<file path="src/hw/lv_buck_pkg.sv">
package lv_buck_pkg;
	// Register indices of the plain register port.
	localparam logic [3:0] ADDR_STATUS = 4'h0;
	localparam logic [3:0] ADDR_MASK = 4'h1;
	localparam logic [3:0] ADDR_LIVE = 4'h2;
	localparam logic [3:0] ADDR_VSET = 4'h3;
	localparam logic [3:0] ADDR_VSETN = 4'h4;
	localparam logic [3:0] ADDR_DETECT = 4'h5;
	localparam logic [3:0] ADDR_CTRL = 4'h6;
	// Sticky status bit positions.
	localparam int BIT_OCTO = 0;
	localparam int BIT_OTW = 1;
	localparam int BIT_OTSD = 2;
	localparam int BIT_TSDEV = 3;
	localparam int NUM_EVENTS = 4;
	// Control register bit positions.
	localparam int BIT_EN = 0;
	localparam int BIT_EXTSYNC = 1;
	// Voltage code: target = 0.9 V + code * 50 mV, codes 0..8.
	localparam int VSTEP_MV = 50;
	localparam int VMIN_MV = 900;
	localparam int VMAX_MV = 1300;
	localparam logic [7:0] VCODE_MAX = 8'((VMAX_MV - VMIN_MV) / VSTEP_MV);
	localparam logic [7:0] VCODE_RESET = 8'h07;
	localparam logic [7:0] MASK_RESET = 8'h0f;
	localparam logic [7:0] CTRL_RESET = 8'h01;
	// Timing at 200 MHz.
	localparam int CLK_MHZ = 200;
	localparam int OC_TIMEOUT_US = 100;
	localparam int OC_TIMEOUT_CYC = OC_TIMEOUT_US * CLK_MHZ;
	localparam int PERIOD_CYC = 91;
	localparam int SOFTSTART_STEP_CYC = 64;
endpackage

</file>
<file path="src/hw/sw_period_gen.sv">
`timescale 1ns/1ps
module sw_period_gen #(
	parameter int PERIOD = lv_buck_pkg::PERIOD_CYC
) (
	// Clock and reset.
	input wire logic mclk,
	input wire logic rst_n,
	// Sync sources.
	input wire logic sharedSync,
	input wire logic extSync,
	input wire logic useExt,
	// Period start pulse.
	output logic periodStart
);
	logic [15:0] cnt_q;
	logic extPrev_q;
	wire extRise = extSync & ~extPrev_q;
	wire wrap = (cnt_q == 16'(PERIOD - 1));
	// External edges restart the period; a missing edge falls back to wrap.
	wire restart = useExt ? (extRise | wrap) : (sharedSync | wrap);

	always_ff @(posedge mclk or negedge rst_n) begin
		if (!rst_n) begin
			cnt_q <= 16'h0000;
			extPrev_q <= 1'b0;
		end else begin
			cnt_q <= restart ? 16'h0000 : cnt_q + 16'h0001;
			extPrev_q <= extSync;
		end
	end
	assign periodStart = restart;
endmodule // sw_period_gen

</file>
<file path="src/hw/oc_timeout.sv">
`timescale 1ns/1ps
module oc_timeout #(
	parameter int TIMEOUT = lv_buck_pkg::OC_TIMEOUT_CYC
) (
	// Clock and reset.
	input wire logic mclk,
	input wire logic rst_n,
	// Limiting activity.
	input wire logic limiting,
	// Expiry level, held high while limiting lasts.
	output logic expired
);
	logic [23:0] cnt_q;
	wire hit = (cnt_q == 24'(TIMEOUT - 1));

	always_ff @(posedge mclk or negedge rst_n) begin
		if (!rst_n)
			cnt_q <= 24'h000000;
		else if (!limiting)
			cnt_q <= 24'h000000;
		else if (!hit)
			cnt_q <= cnt_q + 24'h000001;
	end
	// Once expired the output stays high while limiting lasts, so a flag that
	// the host clears comes straight back if the overload is still there.
	assign expired = limiting & ((cnt_q == 24'(TIMEOUT - 2)) | hit);
endmodule // oc_timeout

</file>
<file path="src/hw/lv_buck_supervisor.sv">
`timescale 1ns/1ps
// Operation
// - High-side switch turns off when peak-current comparator fires.
// - Low-side overcurrent at period end blocks next period's turn-on.
// - Limiting lasting the time-out sets sticky flag and interrupt.
// - Warning comparator sets sticky warning flag and interrupt.
// - Shutdown comparator disables regulator, pulses event, sets flag.
// - Shutdown flag stays set through shutdown for later reading.
// - Warning readable as live bit and as sticky bit.
// - Voltage changes accepted in active state via both registers.
// - Codes outside 0.9 V to 1.3 V are rejected.
// - One code step equals 50 mV.
// - Input-supply detector sampled before start decides used or unused.
// - Detection result held in readable availability flag.
// - Output ramps up gradually at start, under sequencing permission.
// - Period comes from shared clock or external sync input.
module lv_buck_supervisor #(
	parameter int OC_TIMEOUT = lv_buck_pkg::OC_TIMEOUT_CYC,
	parameter int PERIOD = lv_buck_pkg::PERIOD_CYC,
	parameter int SS_STEP = lv_buck_pkg::SOFTSTART_STEP_CYC
) (
	// Clock and reset.
	input wire logic mclk,
	input wire logic rst_n,
	// Register port.
	input wire logic [3:0] regAddr,
	input wire logic [7:0] regWdata,
	input wire logic regWr,
	input wire logic regRd,
	output logic [7:0] regRdata,
	output logic irq,
	// Sequencing.
	input wire logic activeState,
	input wire logic seqStartOk,
	input wire logic supplyDetect,
	// Comparators.
	input wire logic peakLimit,
	input wire logic lsOvercurrent,
	input wire logic overtempWarn,
	input wire logic overtempShutdown,
	// Clocking.
	input wire logic sharedSync,
	input wire logic extSyncIn,
	// Power stage control.
	output logic hsOn,
	output logic regEnable,
	output logic [7:0] targetCode,
	output logic [7:0] softCode,
	output logic thermalShutdownEvent
);

	typedef enum logic [3:0] {
		ST_DETECT = 4'b0001,
		ST_OFF = 4'b0010,
		ST_RAMP = 4'b0100,
		ST_RUN = 4'b1000
	} state_e;

	state_e state_q, state_d;
	logic [7:0] mask_q, vset_q, ctrl_q, soft_q, rdata_q;
	logic [lv_buck_pkg::NUM_EVENTS-1:0] status_q;
	logic avail_q, detDone_q, hs_q, lsBlock_q, tsd_q, otsdPrev_q;
	logic [15:0] ssCnt_q;

	wire periodStart;
	wire ocExpired;
	wire running = (state_q == ST_RAMP) | (state_q == ST_RUN);

	sw_period_gen #(.PERIOD(PERIOD)) u_period (
		.mclk(mclk),
		.rst_n(rst_n),
		.sharedSync(sharedSync),
		.extSync(extSyncIn),
		.useExt(ctrl_q[lv_buck_pkg::BIT_EXTSYNC]),
		.periodStart(periodStart)
	);

	// Limiting counts when either comparator holds off the high side.
	wire limiting = running & (peakLimit | lsBlock_q);
	oc_timeout #(.TIMEOUT(OC_TIMEOUT)) u_octo (
		.mclk(mclk),
		.rst_n(rst_n),
		.limiting(limiting),
		.expired(ocExpired)
	);

	// Register decode.
	function automatic logic hit(input logic [3:0] a, input logic [3:0] r);
		return a == r;
	endfunction
	wire wrStatus = regWr & hit(regAddr, lv_buck_pkg::ADDR_STATUS);
	wire wrMask = regWr & hit(regAddr, lv_buck_pkg::ADDR_MASK);
	wire wrVset = regWr & hit(regAddr, lv_buck_pkg::ADDR_VSET);
	wire wrVsetn = regWr & hit(regAddr, lv_buck_pkg::ADDR_VSETN);
	wire wrCtrl = regWr & hit(regAddr, lv_buck_pkg::ADDR_CTRL);
	// The complement register must match the pending primary write, so the
	// primary is staged and committed only by a matching complement write.
	logic [7:0] vpend_q;
	wire vOk = (~regWdata == vpend_q) & (vpend_q <= lv_buck_pkg::VCODE_MAX);
	wire vCommit = wrVsetn & vOk & activeState;

	// Events, qualified by availability.
	logic [lv_buck_pkg::NUM_EVENTS-1:0] evt;
	assign evt[lv_buck_pkg::BIT_OCTO] = avail_q & ocExpired;
	assign evt[lv_buck_pkg::BIT_OTW] = avail_q & overtempWarn;
	assign evt[lv_buck_pkg::BIT_OTSD] = avail_q & overtempShutdown;
	assign evt[lv_buck_pkg::BIT_TSDEV] = avail_q & overtempShutdown
		& ~otsdPrev_q;
	wire [lv_buck_pkg::NUM_EVENTS-1:0] clr =
		wrStatus ? regWdata[lv_buck_pkg::NUM_EVENTS-1:0] : '0;
	wire [lv_buck_pkg::NUM_EVENTS-1:0] status_d = evt | (status_q & ~clr);

	// Start-up control.
	wire enReq = ctrl_q[lv_buck_pkg::BIT_EN] & seqStartOk;
	wire ssTick = (ssCnt_q == 16'(SS_STEP - 1));
	always_comb begin
		state_d = state_q;
		unique case (state_q)
			ST_DETECT: state_d = ST_OFF;
			ST_OFF: if (avail_q && enReq && !overtempShutdown)
				state_d = ST_RAMP;
			ST_RAMP: if (overtempShutdown || !enReq)
				state_d = ST_OFF;
			else if (soft_q >= vset_q)
				state_d = ST_RUN;
			ST_RUN: if (overtempShutdown || !enReq)
				state_d = ST_OFF;
			default: state_d = ST_DETECT;
		endcase
	end

	// High-side switch: on at period start unless blocked, off on peak limit.
	wire hsSet = running & periodStart & ~lsOvercurrent & ~peakLimit;
	wire hsClr = ~running | peakLimit | periodStart;

	always_ff @(posedge mclk or negedge rst_n) begin
		if (!rst_n) begin
			state_q <= ST_DETECT;
			avail_q <= 1'b0;
			detDone_q <= 1'b0;
		end else begin
			state_q <= state_d;
			if (state_q == ST_DETECT && !detDone_q) begin
				avail_q <= supplyDetect;
				detDone_q <= 1'b1;
			end
		end
	end

	always_ff @(posedge mclk or negedge rst_n) begin
		if (!rst_n) begin
			hs_q <= 1'b0;
			lsBlock_q <= 1'b0;
		end else begin
			hs_q <= hsSet | (hs_q & ~hsClr);
			if (periodStart)
				lsBlock_q <= lsOvercurrent;
		end
	end

	always_ff @(posedge mclk or negedge rst_n) begin
		if (!rst_n) begin
			soft_q <= 8'h00;
			ssCnt_q <= 16'h0000;
		end else if (state_q != ST_RAMP && state_q != ST_RUN) begin
			soft_q <= 8'h00;
			ssCnt_q <= 16'h0000;
		end else begin
			ssCnt_q <= ssTick ? 16'h0000 : ssCnt_q + 16'h0001;
			if (soft_q > vset_q)
				soft_q <= vset_q;
			else if (ssTick && soft_q < vset_q)
				soft_q <= soft_q + 8'h01;
		end
	end

	always_ff @(posedge mclk or negedge rst_n) begin
		if (!rst_n) begin
			status_q <= '0;
			otsdPrev_q <= 1'b0;
			tsd_q <= 1'b0;
		end else begin
			status_q <= status_d;
			otsdPrev_q <= overtempShutdown;
			tsd_q <= evt[lv_buck_pkg::BIT_TSDEV];
		end
	end

	always_ff @(posedge mclk or negedge rst_n) begin
		if (!rst_n) begin
			mask_q <= lv_buck_pkg::MASK_RESET;
			ctrl_q <= lv_buck_pkg::CTRL_RESET;
			vset_q <= lv_buck_pkg::VCODE_RESET;
			vpend_q <= lv_buck_pkg::VCODE_RESET;
		end else begin
			if (wrMask)
				mask_q <= regWdata;
			if (wrCtrl)
				ctrl_q <= regWdata;
			if (wrVset)
				vpend_q <= regWdata;
			if (vCommit)
				vset_q <= vpend_q;
		end
	end

	// Read mux.
	logic [7:0] rdMux;
	always_comb begin
		unique case (regAddr)
			lv_buck_pkg::ADDR_STATUS: rdMux = 8'(status_q);
			lv_buck_pkg::ADDR_MASK: rdMux = mask_q;
			lv_buck_pkg::ADDR_LIVE: rdMux = {7'h00, overtempWarn};
			lv_buck_pkg::ADDR_VSET: rdMux = vset_q;
			lv_buck_pkg::ADDR_VSETN: rdMux = ~vset_q;
			lv_buck_pkg::ADDR_DETECT: rdMux = {7'h00, avail_q};
			lv_buck_pkg::ADDR_CTRL: rdMux = ctrl_q;
			default: rdMux = 8'h00;
		endcase
	end
	always_ff @(posedge mclk or negedge rst_n) begin
		if (!rst_n)
			rdata_q <= 8'h00;
		else
			rdata_q <= regRd ? rdMux : 8'h00;
	end

	assign regRdata = rdata_q;
	assign irq = |(status_q & mask_q[lv_buck_pkg::NUM_EVENTS-1:0]);
	assign hsOn = hs_q;
	assign regEnable = running;
	assign targetCode = vset_q;
	assign softCode = soft_q;
	assign thermalShutdownEvent = tsd_q;
endmodule // lv_buck_supervisor

</file>
<file path="config.mk">
export PLATFORM = sky130hd
export DESIGN_NAME = lv_buck_supervisor
export DESIGN_NICKNAME = d
export VERILOG_FILES = /design/src/hw/lv_buck_pkg.sv /design/src/hw/sw_period_gen.sv /design/src/hw/oc_timeout.sv /design/src/hw/lv_buck_supervisor.sv
export SDC_FILE = /design/constraint.sdc
export NUM_CORES = 1
export LEC_CHECK = 0
export BUFFER_PORTS_ARGS = -buffer_cell sky130_fd_sc_hd__buf_4
export CORE_MARGIN = 5
export CORE_UTILIZATION = 60
export DETAILED_ROUTE_END_ITERATION = 7
export GPL_TIMING_DRIVEN = 0
export PLACE_DENSITY = 0.82
export SYNTH_ARGS = -nofsm -noshare
export SYNTH_HDL_FRONTEND = slang
export SYNTH_SLANG_ARGS = --single-unit
</file>
<file path="constraint.sdc">
create_clock -name mclk -period 2.8 [get_ports mclk]
set_input_delay 0.14 -clock mclk [delete_from_list [all_inputs] [get_ports mclk]]
set_output_delay 0.14 -clock mclk [all_outputs]
set_load 0.01 [all_outputs]
</file>
==> impl_metrics.env <==
export IMPL_status="finished clean"
export IMPL_clockBufferDepth=2
export IMPL_cp_slowest_cell="dfstp_2"
export IMPL_wl_mm=13.59
export IMPL_post_dp_cell_area_sq_um=6491
export IMPL_synth_ff_latch_count=119
export IMPL_ys_warn_count=0
export IMPL_drtPass1Iterations=5
export IMPL_final_setup_tns_ps=0
export IMPL_hold_depth=4
export IMPL_worst_ep_arrival_time_ps=3090
export IMPL_drc=0
export IMPL_slowest_delay_ps=600
export IMPL_p_clk_share_pct=48.1
export IMPL_dieArea_sq_um=11960
export IMPL_worstSetupPathType="flop to flop"
export IMPL_final_area_sq_um=7243
export IMPL_post_synth_top_count_cell="dfrtp_1"
export IMPL_rsz0062_at_grt="false"
export IMPL_crit_path_start_kind="flop"
export IMPL_reg_top3="u_octo.cnt_q (24), ssCnt_q (16), u_period.cnt_q (16)"
export IMPL_antenna_cells=0
export IMPL_grt_max_degree=94
export IMPL_hpwlAfterDp_mm=9.206
export IMPL_core_sq_um=9684
export IMPL_grt_pass1_vias=4716
export IMPL_clk_pin_slew_ps=60
export IMPL_overflow=0
export IMPL_cts_made_buffers=17
export IMPL_hold_viol_final=0
export IMPL_synth_area_leaders="dfrtp_1 45%, nor2_1 5.6%, dfstp_2 5.3%"
export IMPL_netlist_area_sq_um=5926
export IMPL_ant_nets=0
export IMPL_ff2ff_path_depth=9
export IMPL_synth_edf_count=0
export IMPL_regMostFlops="u_octo.cnt_q"
export IMPL_finish_utilization_pct=74.79
export IMPL_htree_num_levels=4
export IMPL_place_inst=762
export IMPL_vias=4693
export IMPL_crit_chain="inv_1, ha_1, nor2b_1, o211ai_1, a21oi_4, o22ai_1, clkbuf_2, o21ai_1, a21oi_1"
export IMPL_hold_worst_slack_ps=42.86
export IMPL_gp_congestion=0.8650
export IMPL_synth_flop_cell="dfrtp_1"
export IMPL_syn_inst=579
export IMPL_final_nets=704
export IMPL_report_final_slew_viol_count=0
export IMPL_internal_power_mw=3.309
export IMPL_p_leak_nw=3.169
export IMPL_period_minus_slack_ps=2646
export IMPL_p_seq_share_pct=44.6
export IMPL_crit_family="compound AO/OA/AOI/OAI gates"
export IMPL_std_cell_rows=36
export IMPL_antenna_found_initial=0
export IMPL_swShare_pct=23.54
export IMPL_clk_latency_ps=520
export IMPL_grt_pass1_wl_mm=22.55
export IMPL_clock_skew_ps=9.633
export IMPL_die_h_um=109.4
export IMPL_drive_above_1_share_pct=19.03
export IMPL_crit_path_end_kind="flop"
export IMPL_initial_core_util_pct=61.19
export IMPL_stdcell_count=811
export IMPL_largest_register_ff_count=24
export IMPL_setup_viol=0
export IMPL_ir_drop_mv=0.4752
export IMPL_avgSynthCellArea_sq_um=10.23
export IMPL_clock_fmax_mhz=378.0
export IMPL_p_comb_share_pct=7.3
export IMPL_cts_tree="yes"
export IMPL_tightest_slew_ps=620.1
export IMPL_path_buf_inv=2
export IMPL_port_buffers=49
export IMPL_worstPathMaxFanout=10
export IMPL_synth_cell_types=57
export IMPL_regArea_sq_um=2993
export IMPL_syn_nets=618
export IMPL_p_sw_mw=1.019
export IMPL_yosysSeqAreaShare_pct=50.51
export IMPL_powerDensity_nw_per_um2=597.5
export IMPL_cap_violations=0
export IMPL_viasPerCell=5.787
export IMPL_synth_largest_area_cell="dfrtp_1"
export IMPL_cts_sinks=119
export IMPL_synth_commonest_cells="107 x dfrtp_1, 88 x nor2_1, 47 x nand2_1, 27 x xnor2_1, 26 x xor2_1"
export IMPL_multi_input_area_sq_um=2821
export IMPL_synth_top_area_share_pct=45.19
export IMPL_drt_wirelength_per_cell_um=16.76
export IMPL_die_w_um=109.4
export IMPL_synthToLayoutAreaGrowth_pct=22.23
export IMPL_root_buffer="clkbuf_8"
export IMPL_cp_depth=9
export IMPL_drt_initial_drc_count=275
export IMPL_crit_required_ps=3240
export IMPL_synthArstFlopShare_pct=100.0
export IMPL_ioPinCount=53
export IMPL_fillCellCount=649
export IMPL_grt_usage_pct=24.18
export IMPL_maxSlewHeadroom_pct=58.12
export IMPL_hold_class="primary input to flop"
export IMPL_period_share_pct=94.49
## worst register-to-register path, stage by stage (launching register included)
cell	delay, ps
dfstp_2	600
inv_1	70
ha_1	330
nor2b_1	160
o211ai_1	280
a21oi_4	170
o22ai_1	430
clkbuf_2	310
o21ai_1	100
a21oi_1	130
## cell usage in the layout (no fill, tap or decap), types with 16 or more instances in the layout
cell type and instances:
buf_4 48, nand2_1 47, a21oi_1 19, nand3_1 23
xnor2_1 27, dfrtp_1 107, xor2_1 26, clkbuf_16 16
dlygate4sd3_1 17, nand4_1 17, nor2_1 88, mux2_2 19
## area by class of cell
type	count	area share, %
flip-flops and latches	119	41.32
multi-input cells	430	38.95
repair buffers	67	7.860
clock buffers	20	6.150
well taps	133	2.297
clock inverters	12	1.762
plain buffers	15	0.8810
inverters	15	0.7773
## path summary, 6_finish.rpt
kind                                            from                        endpoint  slack (ps)
max                        targetCode[1]$_DFFE_PN1P_         softCode[5]$_DFFE_PN0P_         150
min                                       seqStartOk          state_q[1]$_DFFE_PN0P_          40
max reg2reg                targetCode[1]$_DFFE_PN1P_         softCode[5]$_DFFE_PN0P_         150
min reg2reg                     otsdPrev_q$_DFF_PN0_  thermalShutdownEvent$_DFF_PN0_         420
max in group asynchronous                      rst_n           mask_q[0]$_DFFE_PN1P_        2000
min in group asynchronous                      rst_n    u_period.extPrev_q$_DFF_PN0_          70
## per-layer routing
metal	part of all wire, %	global-route usage, %	up-vias
met5	0	0	-
met4	2.0	8.727	0
met3	4.1	6.107	27
met2	50	39.06	109
met1	44	31.71	2329
li1	-	-	2228
## timing repair
item / in CTS / in global routing
setup endpoints to repair: 0 / 5
hold endpoints to repair: 141 / 0
buffers inserted: 0 / 0
gates resized for setup: 0 / 3
hold buffers: 17 / 0
## through the flow
stage | total power [mW] | setup WS [ps]
3_3_place_gp | 2.222 | 304.2
3_5_place_dp | 2.252 | 152.1
4_1_cts | 4.358 | 141.9
2_1_floorplan | 2.110 | 599.2
5_1_grt | 4.489 | 5.768
6_report | 4.328 | 154.2
## power by group through the flow
stage	Sequential [mW]	Combinational, mW	Clock, mW
2_1_floorplan	1.93	0.181	0
3_3_place_gp	1.95	0.275	0
3_5_place_dp	1.96	0.296	0
4_1_cts	1.93	0.319	2.11
5_1_grt	1.94	0.351	2.19
6_report	1.93	0.315	2.08
## kinds of logic after synthesis
family          synth area share [%]
mux                            6.609
buf+inv                        2.006
simple gates                   22.00
compound gates                 8.087
xor+xnor                       7.834
fa+ha+maj                      2.956
flops                          50.51
(Power assumes the default switching activity.)
